`src/design/hbp_defs.svh`:
```
/*
  Constants for the host bus and interrupt chain port: control bit
  positions, clock source encodings and timing counts.
  Assumes a single 200 MHz master clock.
*/
`ifndef HBP_DEFS_SVH
`define HBP_DEFS_SVH

// ----------------------------------------------------------------------
// control bit positions
// ----------------------------------------------------------------------
`define HBP_CR14_REQ_MODE_BIT 2
`define HBP_CR5_TERM_READY_BIT 7
`define HBP_ENH_REQ_TIMING_BIT 4

// ----------------------------------------------------------------------
// timing
// ----------------------------------------------------------------------
`define HBP_REQ_RELEASE_CYCLES 3'h4

// ----------------------------------------------------------------------
// clock source and receive divider encodings
// ----------------------------------------------------------------------
`define HBP_TRX_SRC_RECOVERY 2'h0
`define HBP_TRX_SRC_XTAL 2'h1
`define HBP_TRX_SRC_BAUD 2'h2
`define HBP_TRX_SRC_TXCLK 2'h3
`define HBP_RX_DIV_1 2'h0
`define HBP_RX_DIV_16 2'h1
`define HBP_RX_DIV_32 2'h2
`define HBP_RX_DIV_64 2'h3

`endif

```
`src/design/hbp_pkg.sv`:
```
/*
  Types for the host bus port: decoded access and per-channel config.
  Assumes hbp_defs.svh is included by users needing constants.
*/
package hbp_pkg;
  typedef struct packed {
    logic       chan_a;
    logic       is_data;
    logic       is_read;
    logic [7:0] addr;
  } hbp_access_s;

  typedef struct packed {
    logic [7:0] cr14;
    logic [7:0] cr5;
    logic [7:0] enh;
    logic       req_not_wait;
    logic [1:0] rx_div;
    logic [1:0] rtx_use;
    logic       trx_is_out;
    logic [1:0] trx_src;
  } hbp_chan_cfg_s;

  typedef enum logic [1:0] {
    HBP_IDLE,
    HBP_ACCESS,
    HBP_ACK
  } hbp_state_e;
endpackage : hbp_pkg

```
`src/design/hbp_port.sv`:
```
/*
  Host bus, interrupt chain, request and clock pin logic of a two-channel
  serial controller. Assumes an outside core supplies configuration,
  interrupt request, vector and transfer readiness.
*/
`timescale 1ns/1ps
`default_nettype none
`include "hbp_defs.svh"

module hbp_port #(
  parameter int NCH = 2
) (
  // clock and reset
  input  wire logic                       CLK,
  input  wire logic                       RST,
  // bus select: 0 separate strobes, 1 multiplexed
  input  wire logic                       MUX_BUS,
  // separate strobe bus
  input  wire logic                       CHIP_EN_N,
  input  wire logic                       RD_N,
  input  wire logic                       WR_N,
  input  wire logic                       CHAN_SEL,
  input  wire logic                       DATA_CMD_SEL,
  // multiplexed bus
  input  wire logic                       ADDRESS_STROBE_N,
  input  wire logic                       DATA_STROBE_N,
  input  wire logic                       READ_NOT_WRITE,
  input  wire logic                       SELECT_ACTIVE_LOW,
  input  wire logic                       SELECT_ACTIVE_HIGH,
  // shared data lines
  input  wire logic [7:0]                 BUS_IN,
  output logic      [7:0]                 BUS_OUT,
  output logic                            BUS_OE_N,
  // core side access
  output hbp_pkg::hbp_access_s            ACC,
  output logic                            ACC_WR_STB,
  output logic                            ACC_RD_STB,
  output logic      [7:0]                 ACC_WDATA,
  input  wire logic [7:0]                 CORE_RDATA,
  output logic                            BUS_RESET,
  // interrupts
  input  wire logic                       CHAIN_ENABLE_IN,
  output logic                            CHAIN_ENABLE_OUT,
  input  wire logic                       IRQ_ACKNOWLEDGE_STROBE_N,
  input  wire logic                       CORE_IRQ_REQ,
  input  wire logic                       IN_SERVICE_FLAG,
  input  wire logic [7:0]                 CORE_VECTOR,
  output logic                            IRQ_N_OUT,
  output logic                            IRQ_N_OE_N,
  // per channel configuration and dma
  input  wire hbp_pkg::hbp_chan_cfg_s [NCH-1:0] CFG,
  input  wire logic [NCH-1:0]             TX_REQ,
  input  wire logic [NCH-1:0]             WAIT_REQ_ACTIVE,
  output logic      [NCH-1:0]             TERM_READY_N,
  output logic      [NCH-1:0]             WAIT_REQ_OUT,
  output logic      [NCH-1:0]             WAIT_REQ_OE_N,
  // modem inputs and events
  input  wire logic [NCH-1:0]             CLEAR_TO_SEND_N,
  input  wire logic [NCH-1:0]             CARRIER_DETECT_IN_N,
  output logic      [NCH-1:0]             MODEM_EDGE,
  // clock pins
  input  wire logic [NCH-1:0]             RX_TX_CLOCK_PIN,
  input  wire logic [NCH-1:0]             TX_RX_CLOCK_PIN_IN,
  output logic      [NCH-1:0]             TX_RX_CLOCK_PIN_OUT,
  output logic      [NCH-1:0]             TX_RX_CLOCK_PIN_OE_N,
  input  wire logic [NCH-1:0]             RECOVERY_CLK,
  input  wire logic [NCH-1:0]             XTAL_CLK,
  input  wire logic [NCH-1:0]             BAUD_CLK,
  input  wire logic [NCH-1:0]             TX_CLK_INT,
  output logic      [NCH-1:0]             RX_CLK_SEL,
  output logic      [NCH-1:0]             TX_CLK_SEL,
  output logic      [NCH-1:0]             BAUD_SRC_SEL,
  output logic      [NCH-1:0]             RECOVERY_SRC_SEL,
  output logic      [NCH-1:0]             RX_SAMPLE_TICK
);

  // ----------------------------------------------------------------------
  // synchronisers
  // ----------------------------------------------------------------------
  // two stages on master clock
  localparam int NS = 11;
  logic [NS-1:0] s1_q;
  logic [NS-1:0] s2_q;
  logic [NS-1:0] raw;
  assign raw = {CHIP_EN_N, RD_N, WR_N, CHAN_SEL, DATA_CMD_SEL,
                ADDRESS_STROBE_N, DATA_STROBE_N, READ_NOT_WRITE,
                SELECT_ACTIVE_LOW, SELECT_ACTIVE_HIGH, CHAIN_ENABLE_IN};
  always_ff @(posedge CLK)
  begin
    s1_q <= RST ? '1 : raw;
    s2_q <= RST ? '1 : s1_q;
  end
  logic ce_n, rd_n, wr_n, csel, dcsel, as_n, ds_n, rnw, sel_lo, sel_hi;
  logic chain_enable_in;
  assign {ce_n, rd_n, wr_n, csel, dcsel, as_n, ds_n, rnw, sel_lo, sel_hi,
          chain_enable_in} = s2_q;

  logic ack1_q, ack2_q;
  always_ff @(posedge CLK)
  begin
    ack1_q <= RST ? 1'b1 : IRQ_ACKNOWLEDGE_STROBE_N;
    ack2_q <= RST ? 1'b1 : ack1_q;
  end
  logic in_ack;
  assign in_ack = !ack2_q;

  // data lines sampled twice as well
  logic [7:0] bd1_q, bd2_q;
  always_ff @(posedge CLK)
  begin
    bd1_q <= RST ? 8'h00 : BUS_IN;
    bd2_q <= RST ? 8'h00 : bd1_q;
  end

  // ----------------------------------------------------------------------
  // bus decode
  // ----------------------------------------------------------------------
  logic as_d1_q, ds_d1_q, rd_d1_q, wr_d1_q;
  logic [7:0] addr_q;
  logic cs_lat_q;
  always_ff @(posedge CLK)
  begin
    as_d1_q <= RST ? 1'b1 : as_n;
    ds_d1_q <= RST ? 1'b1 : ds_n;
    rd_d1_q <= RST ? 1'b1 : rd_n;
    wr_d1_q <= RST ? 1'b1 : wr_n;
  end

  // address and low select latched on strobe rise
  always_ff @(posedge CLK)
  begin
    if (RST)
    begin
      addr_q   <= 8'h00;
      cs_lat_q <= 1'b0;
    end
    else if (as_n && !as_d1_q)
    begin
      addr_q   <= bd2_q;
      cs_lat_q <= !sel_lo;
    end
  end

  logic reset_cond;
  assign reset_cond = MUX_BUS ? (!as_n && !ds_n) : (!rd_n && !wr_n);

  logic sel_ok, rd_act, wr_act, rd_start, wr_start;
  assign sel_ok = MUX_BUS ? (cs_lat_q && sel_hi) : !ce_n;
  assign rd_act = MUX_BUS ? (!ds_n && rnw) : !rd_n;
  assign rd_start = MUX_BUS ? (!ds_n && ds_d1_q && rnw)
                            : (!rd_n && rd_d1_q);
  assign wr_start = MUX_BUS ? (!ds_n && ds_d1_q && !rnw)
                            : (!wr_n && wr_d1_q);

  hbp_pkg::hbp_state_e st_q;

  always_ff @(posedge CLK)
  begin
    if (RST)
      BUS_RESET <= 1'b0;
    else
      BUS_RESET <= reset_cond;
  end

  // access strobes; reset condition suppresses them
  always_ff @(posedge CLK)
  begin
    if (RST)
    begin
      ACC        <= '0;
      ACC_WR_STB <= 1'b0;
      ACC_RD_STB <= 1'b0;
      ACC_WDATA  <= 8'h00;
    end
    else
    begin
      ACC_WR_STB <= sel_ok && wr_start && !reset_cond && !in_ack;
      ACC_RD_STB <= sel_ok && rd_start && !reset_cond && !in_ack;
      ACC_WDATA  <= bd2_q;
      ACC.chan_a  <= csel;
      ACC.is_data <= dcsel;
      ACC.is_read <= rd_act;
      ACC.addr    <= MUX_BUS ? addr_q : 8'h00;
    end
  end

  // ----------------------------------------------------------------------
  // read drive and vector
  // ----------------------------------------------------------------------
  always_ff @(posedge CLK)
  begin
    if (RST)
      st_q <= hbp_pkg::HBP_IDLE;
    else
      case (st_q)
        hbp_pkg::HBP_IDLE:
          if (in_ack && rd_act && chain_enable_in)
            st_q <= hbp_pkg::HBP_ACK;
          else if (!in_ack && sel_ok && rd_act && !reset_cond)
            st_q <= hbp_pkg::HBP_ACCESS;
        hbp_pkg::HBP_ACCESS:
          if (!rd_act)
            st_q <= hbp_pkg::HBP_IDLE;
        hbp_pkg::HBP_ACK:
          if (!rd_act)
            st_q <= hbp_pkg::HBP_IDLE;
        default:
          st_q <= hbp_pkg::HBP_IDLE;
      endcase
  end

  always_ff @(posedge CLK)
  begin
    if (RST)
    begin
      BUS_OUT  <= 8'h00;
      BUS_OE_N <= 1'b1;
    end
    else
    begin
      BUS_OE_N <= (st_q == hbp_pkg::HBP_IDLE);
      BUS_OUT  <= (st_q == hbp_pkg::HBP_ACK) ? CORE_VECTOR : CORE_RDATA;
    end
  end

  // ----------------------------------------------------------------------
  // interrupt chain
  // ----------------------------------------------------------------------
  // upstream chain in is trusted as given
  always_ff @(posedge CLK)
  begin
    if (RST)
    begin
      CHAIN_ENABLE_OUT <= 1'b0;
      IRQ_N_OUT        <= 1'b0;
      IRQ_N_OE_N       <= 1'b1;
    end
    else
    begin
      CHAIN_ENABLE_OUT <= chain_enable_in && !IN_SERVICE_FLAG
                          && !(in_ack && CORE_IRQ_REQ);
      IRQ_N_OUT  <= 1'b0;
      IRQ_N_OE_N <= !CORE_IRQ_REQ;
    end
  end

  // ----------------------------------------------------------------------
  // per channel logic
  // ----------------------------------------------------------------------
  // modem and clock pins from outside: two stages first
  logic [NCH-1:0] cts1_q, cts2_q, cts3_q, dcd1_q, dcd2_q, dcd3_q;
  logic [NCH-1:0] rtx1_q, rtx2_q, rtx3_q;

  genvar g;
  generate
    for (g = 0; g < NCH; g++)
    begin : g_ch
      logic [2:0] rel_cnt_q;
      logic       tx_req_d1_q;
      logic [5:0] div_q;
      logic [5:0] div_top;

      always_ff @(posedge CLK)
      begin
        cts1_q[g] <= RST ? 1'b1 : CLEAR_TO_SEND_N[g];
        cts2_q[g] <= RST ? 1'b1 : cts1_q[g];
        cts3_q[g] <= RST ? 1'b1 : cts2_q[g];
        dcd1_q[g] <= RST ? 1'b1 : CARRIER_DETECT_IN_N[g];
        dcd2_q[g] <= RST ? 1'b1 : dcd1_q[g];
        dcd3_q[g] <= RST ? 1'b1 : dcd2_q[g];
        rtx1_q[g] <= RST ? 1'b0 : RX_TX_CLOCK_PIN[g];
        rtx2_q[g] <= RST ? 1'b0 : rtx1_q[g];
        rtx3_q[g] <= RST ? 1'b0 : rtx2_q[g];
      end

      always_ff @(posedge CLK)
      begin
        if (RST)
          MODEM_EDGE[g] <= 1'b0;
        else
          MODEM_EDGE[g] <= (cts2_q[g] ^ cts3_q[g])
                           | (dcd2_q[g] ^ dcd3_q[g]);
      end

      // four-clock release after request drops
      always_ff @(posedge CLK)
      begin
        tx_req_d1_q <= RST ? 1'b0 : TX_REQ[g];
        if (RST)
          rel_cnt_q <= 3'h0;
        else if (TX_REQ[g])
          rel_cnt_q <= `HBP_REQ_RELEASE_CYCLES;
        else if (rel_cnt_q != 3'h0)
          rel_cnt_q <= rel_cnt_q - 3'h1;
      end

      always_ff @(posedge CLK)
      begin
        if (RST)
          TERM_READY_N[g] <= 1'b1;
        else if (!CFG[g].cr14[`HBP_CR14_REQ_MODE_BIT])
          TERM_READY_N[g] <= !CFG[g].cr5[`HBP_CR5_TERM_READY_BIT];
        else if (CFG[g].enh[`HBP_ENH_REQ_TIMING_BIT])
          TERM_READY_N[g] <= !WAIT_REQ_ACTIVE[g];
        else
          TERM_READY_N[g] <= !(TX_REQ[g] || rel_cnt_q != 3'h0);
      end

      // wait open drain after reset, request push-pull
      always_ff @(posedge CLK)
      begin
        if (RST)
        begin
          WAIT_REQ_OUT[g]  <= 1'b0;
          WAIT_REQ_OE_N[g] <= 1'b1;
        end
        else if (CFG[g].req_not_wait)
        begin
          WAIT_REQ_OUT[g]  <= !WAIT_REQ_ACTIVE[g];
          WAIT_REQ_OE_N[g] <= 1'b0;
        end
        else
        begin
          WAIT_REQ_OUT[g]  <= 1'b0;
          WAIT_REQ_OE_N[g] <= !WAIT_REQ_ACTIVE[g];
        end
      end

      always_ff @(posedge CLK)
      begin
        RX_CLK_SEL[g]       <= !RST && CFG[g].rtx_use == 2'h0;
        TX_CLK_SEL[g]       <= !RST && CFG[g].rtx_use == 2'h1;
        BAUD_SRC_SEL[g]     <= !RST && CFG[g].rtx_use == 2'h2;
        RECOVERY_SRC_SEL[g] <= !RST && CFG[g].rtx_use == 2'h3;
      end

      // echo one of four sources when output
      always_ff @(posedge CLK)
      begin
        if (RST)
        begin
          TX_RX_CLOCK_PIN_OUT[g]  <= 1'b0;
          TX_RX_CLOCK_PIN_OE_N[g] <= 1'b1;
        end
        else
        begin
          TX_RX_CLOCK_PIN_OE_N[g] <= !CFG[g].trx_is_out;
          case (CFG[g].trx_src)
            `HBP_TRX_SRC_RECOVERY: TX_RX_CLOCK_PIN_OUT[g] <= RECOVERY_CLK[g];
            `HBP_TRX_SRC_XTAL:     TX_RX_CLOCK_PIN_OUT[g] <= XTAL_CLK[g];
            `HBP_TRX_SRC_BAUD:     TX_RX_CLOCK_PIN_OUT[g] <= BAUD_CLK[g];
            default:               TX_RX_CLOCK_PIN_OUT[g] <= TX_CLK_INT[g];
          endcase
        end
      end

      // receive clock divide 1, 16, 32 or 64
      always_comb
      begin
        case (CFG[g].rx_div)
          `HBP_RX_DIV_1:  div_top = 6'h00;
          `HBP_RX_DIV_16: div_top = 6'h0F;
          `HBP_RX_DIV_32: div_top = 6'h1F;
          default:        div_top = 6'h3F;
        endcase
      end

      always_ff @(posedge CLK)
      begin
        if (RST)
        begin
          div_q             <= 6'h00;
          RX_SAMPLE_TICK[g] <= 1'b0;
        end
        else if (rtx2_q[g] && !rtx3_q[g])
        begin
          div_q             <= (div_q >= div_top) ? 6'h00 : div_q + 6'h01;
          RX_SAMPLE_TICK[g] <= (div_q >= div_top);
        end
        else
          RX_SAMPLE_TICK[g] <= 1'b0;
      end
    end
  endgenerate

endmodule : hbp_port
`default_nettype wire

```
`config.mk`:
```
export PLATFORM = sky130hd
export DESIGN_NAME = hbp_port
export DESIGN_NICKNAME = d
export VERILOG_FILES = /design/src/design/hbp_pkg.sv /design/src/design/hbp_port.sv
export VERILOG_INCLUDE_DIRS = /design/src /design/src/design
export SDC_FILE = /design/constraint.sdc
export NUM_CORES = 1
export LEC_CHECK = 0
export BUFFER_PORTS_ARGS = -buffer_cell sky130_fd_sc_hd__buf_2
export CAP_MARGIN = 30
export CORE_MARGIN = 4
export CORE_UTILIZATION = 35
export CTS_CLUSTER_SIZE = 25
export DETAILED_ROUTE_END_ITERATION = 7
export PLACE_DENSITY = 0.61
export SETUP_SLACK_MARGIN = 0.15
export SLEW_MARGIN = 0
export SYNTH_ARGS = -nofsm -noshare
export SYNTH_HDL_FRONTEND = slang
export SYNTH_SLANG_ARGS = --single-unit
```
`constraint.sdc`:
```
create_clock -name CLK -period 1.95 [get_ports CLK]
set_clock_uncertainty 0.1 [all_clocks]
set_input_delay 0.0975 -clock CLK [delete_from_list [all_inputs] [get_ports CLK]]
set_output_delay 0.0975 -clock CLK [all_outputs]
set_load 0.01 [all_outputs]
```
==> impl_metrics.json <==
{
  "dieArea_um2": 16100,
  "path_max_fanout": 5,
  "timing.rr.end": "RX_SAMPLE_TICK[1]$_SDFF_PP0_",
  "worstPathArrival_ps": 1950,
  "worst_r2r_path_depth": 5,
  "cts-root-buf": "clkbuf_16",
  "numCtsBuffers": 17,
  "num_rows": 43,
  "cts.sinks": 146,
  "dr.first_iter.drc_count": 176,
  "synth_edf_count": 0,
  "critical_path.endpoint_type": "register",
  "syn_area_per_cell_um2": 10.5,
  "gp_routability_congestion": 0.758,
  "syn_area_um2": 4930,
  "power_density_nw_per_um2": 991,
  "grt_pass1_wl_mm": 18.6,
  "synth.area.top_cells": "dfxtp_1, nor2b_1, or2_2",
  "placedCellCount": 769,
  "cts_max_path_buffers": 2,
  "wirelength_met1_mm": 4.74,
  "max_freq_mhz": 572,
  "top_layer_used": "met4",
  "status": "completed",
  "grt_usage_pct": 14.3,
  "drv_slew": 0,
  "htreeDepth": 4,
  "setup.worst_path.end": "RX_SAMPLE_TICK[1]$_SDFF_PP0_",
  "drive_above_1_share_pct": 32.6,
  "synth_top_family_by_area": "simple AND/OR/NAND/NOR gates",
  "worstSkewPairLatency_ps": 420,
  "met2_length_mm": 5.45,
  "antenna_cells": 0,
  "synthAdderAreaFrac_pct": 4.06,
  "critPathKind": "reg2reg",
  "tightest_slew_ps": 565,
  "antenna_found_initial": 0,
  "initial_core_util_pct": 35.7,
  "multiInputGateArea_um2": 1860,
  "yosysTopAreaCell": "dfxtp_1",
  "fin_tns_setup_ps": 0,
  "met3_length_um": 587,
  "wl_mm": 11.0,
  "max_cap_violations": 0,
  "hold_violations": 0,
  "synth_ff_type": "dfxtp_1",
  "slew_headroom_pct": 62.3,
  "chipWidth_um": 127,
  "syn_inst": 469,
  "syn_nets": 610,
  "dpl_worst_slack_ps": 115,
  "hpwl_mm": 6.99,
  "worstSetupStartpoint": "g_ch[1].div_q[1]$_SDFFE_PP0P_",
  "synth_warnings": 0,
  "synth_top_area_share_pct": 59.2,
  "path_clk_slew_ps": 60,
  "cts_tree": "built",
  "reg2reg_setup_slack_ps": 200,
  "vias_per_cell": 4.36,
  "n_fill_cell": 1241,
  "required_ps": 2160,
  "drc_errors": 0,
  "port_buffers": 135,
  "p_total_w": 0.00711,
  "gr-total-overflow": 0,
  "grt_max_degree": 50,
  "ir_drop_v": 0.000566,
  "cp-start-kind": "register",
  "async_flop_share_pct": 0,
  "die_y_um": 127,
  "setup_viol": 0,
  "finalCritPeriodShare_pct": 89.7,
  "yosysMostFrequentCell": "dfxtp_1",
  "wl_per_cell_um": 12.6,
  "detail-route-antenna-nets": 0,
  "synth_seq_cells": 146,
  "ioPinCount": 181,
  "synth_cell_types": 41,
  "yosys.area_share.simple_pct": 21.1,
  "finalNonFillerCells": 874,
  "nets": 822,
  "syn2layout_area_growth_pct": 45.3,
  "period_needed_ps": 1750,
  "grt_pass1_vias": 3989,
  "ff_latch_area_um2": 2930,
  "synth_xor_xnor_area_share_pct": 2.84,
  "synthTopCellsByCount": "dfxtp_1, nor2b_1, or2_2",
  "r2r-start": "g_ch[1].div_q[1]$_SDFFE_PP0P_",
  "synthMuxAreaShare_pct": 3.63,
  "hp-class": "in2reg",
  "rsz0062_at_grt": "yes",
  "p_leak_nw": 3.27,
  "yosysSeqAreaShare_pct": 59.2,
  "worst_slack_ps": 201,
  "placeableCoreArea_um2": 13800,
  "vias": 3815,
  "first_pass_iters": 4,
  "synth-compound-area-share_pct": 5.88
}
[sequential cells by signal (all words and copies together) (netlist names), 6 cells and up]
signal,count
BUS_OUT,8
bd2_q,8
addr_q,8
g_ch.rel_cnt_q,6
s1_q,11
ACC_WDATA,8
bd1_q,8
g_ch.div_q,12
ACC,11
s2_q,11
[placed cells by master, fill, tap and decap left out, types with 2 or more instances in the layout]
master / Yosys / routed
a211oi_1: 5 / 5
a21o_1: 4 / 4
a21oi_1: 16 / 16
a32oi_2: 2 / 2
and2_1: 10 / 10
and3_1: 3 / 3
and3_2: 2 / 2
buf_2: 1 / 134
buf_4: 1 / 7
bufinv_16: 0 / 3
clkbuf_16: 0 / 17
clkbuf_8: 0 / 2
clkinv_4: 0 / 2
clkinvlp_4: 0 / 2
dfxtp_1: 146 / 144
dfxtp_2: 0 / 2
dlygate4sd3_1: 0 / 72
ha_1: 16 / 16
inv_1: 19 / 19
inv_6: 0 / 5
mux2_2: 3 / 3
mux2i_1: 10 / 10
mux4_2: 2 / 2
nand2_1: 30 / 30
nand3_1: 7 / 7
nand4_1: 6 / 6
nor2_1: 37 / 37
nor2b_1: 40 / 40
nor3_1: 8 / 8
nor3b_1: 8 / 7
o211a_1: 2 / 2
o21ai_0: 4 / 4
o21ai_2: 2 / 2
or2_2: 38 / 38
or4_1: 2 / 2
xnor2_1: 6 / 6
xor2_1: 10 / 10
[report_power, final]
part / switching, W / total (W) / internal, W
combinational: 0.000260 / 0.000588 / 0.000328
sequential: 0.0000428 / 0.00315 / 0.00310
clock: 0.00127 / 0.00337 / 0.00210
total: 0.00157 / 0.00711 / 0.00553
[worst min path at each step]
stage                 start                            endpoint  depth (start not counted)
2_1_floorplan  CORE_IRQ_REQ               IRQ_N_OE_N$_SDFF_PP1_                          1
3_3_place_gp         CFG[2]  TX_RX_CLOCK_PIN_OE_N[0]$_SDFF_PP1_                          2
3_5_place_dp        CFG[34]  TX_RX_CLOCK_PIN_OE_N[1]$_SDFF_PP1_                          2
4_1_cts                 RST                 bd2_q[3]$_SDFF_PP0_                          2
5_1_grt                 RST                   ACC[8]$_SDFF_PP0_                          2
6_report                RST                 bd2_q[3]$_SDFF_PP0_                          2
[critical path, cell delays in order, from the launching register on]
cell and delay [ps]:
dfxtp_2 340, ha_1 300, or4_1 420, a32oi_2 210, nor2_1 70, o211a_1 200
[per-stage QoR]
step	area [um2]	util (%)	hold slack [ps]
after floorplan	4930	-	67.5
after global placement	5810	42.0	171
after detailed placement	5810	42.0	173
after CTS	7160	51.8	30.7
after global routing	7170	51.9	58.6
final	7170	51.9	35.8
[final cells by class]
| type | instances | share of cell area, % |
|---|---|---|
| clock buffer | 19 | 6.32 |
| clock inverter | 13 | 2.39 |
| inverter | 19 | 0.995 |
| multi-input combinational | 283 | 25.9 |
| sequential | 146 | 40.8 |
| tap | 180 | 3.14 |
| timing repair buffer | 214 | 20.4 |
[routing by layer]
layer / vias up / global-route usage (%)
met3: 16 / 4.76
met2: 102 / 24.3
met1: 1747 / 16.4
li1: 1950 / -
met5: - / 0
met4: 0 / 6.37
[cell families (layout without fill, tap and decap cells)]
kind of cell	count (synthesis)	in the layout
other cells	1	1
xor+xnor	16	16
simple gates	194	194
compound gates	41	41
buf+inv	40	265
fa+ha+maj	16	16
flops	146	146
mux	15	15
[repair_timing]
action                                  4_1_cts  5_1_grt
hold endpoints to repair                     63        0
buffers inserted                              1        0
hold buffers                                 72        0
resized for setup                             1        2
endpoints found under the setup margin        1       16
pin swaps                                     1        3
Note: power is estimated with default switching activity, not from simulation.
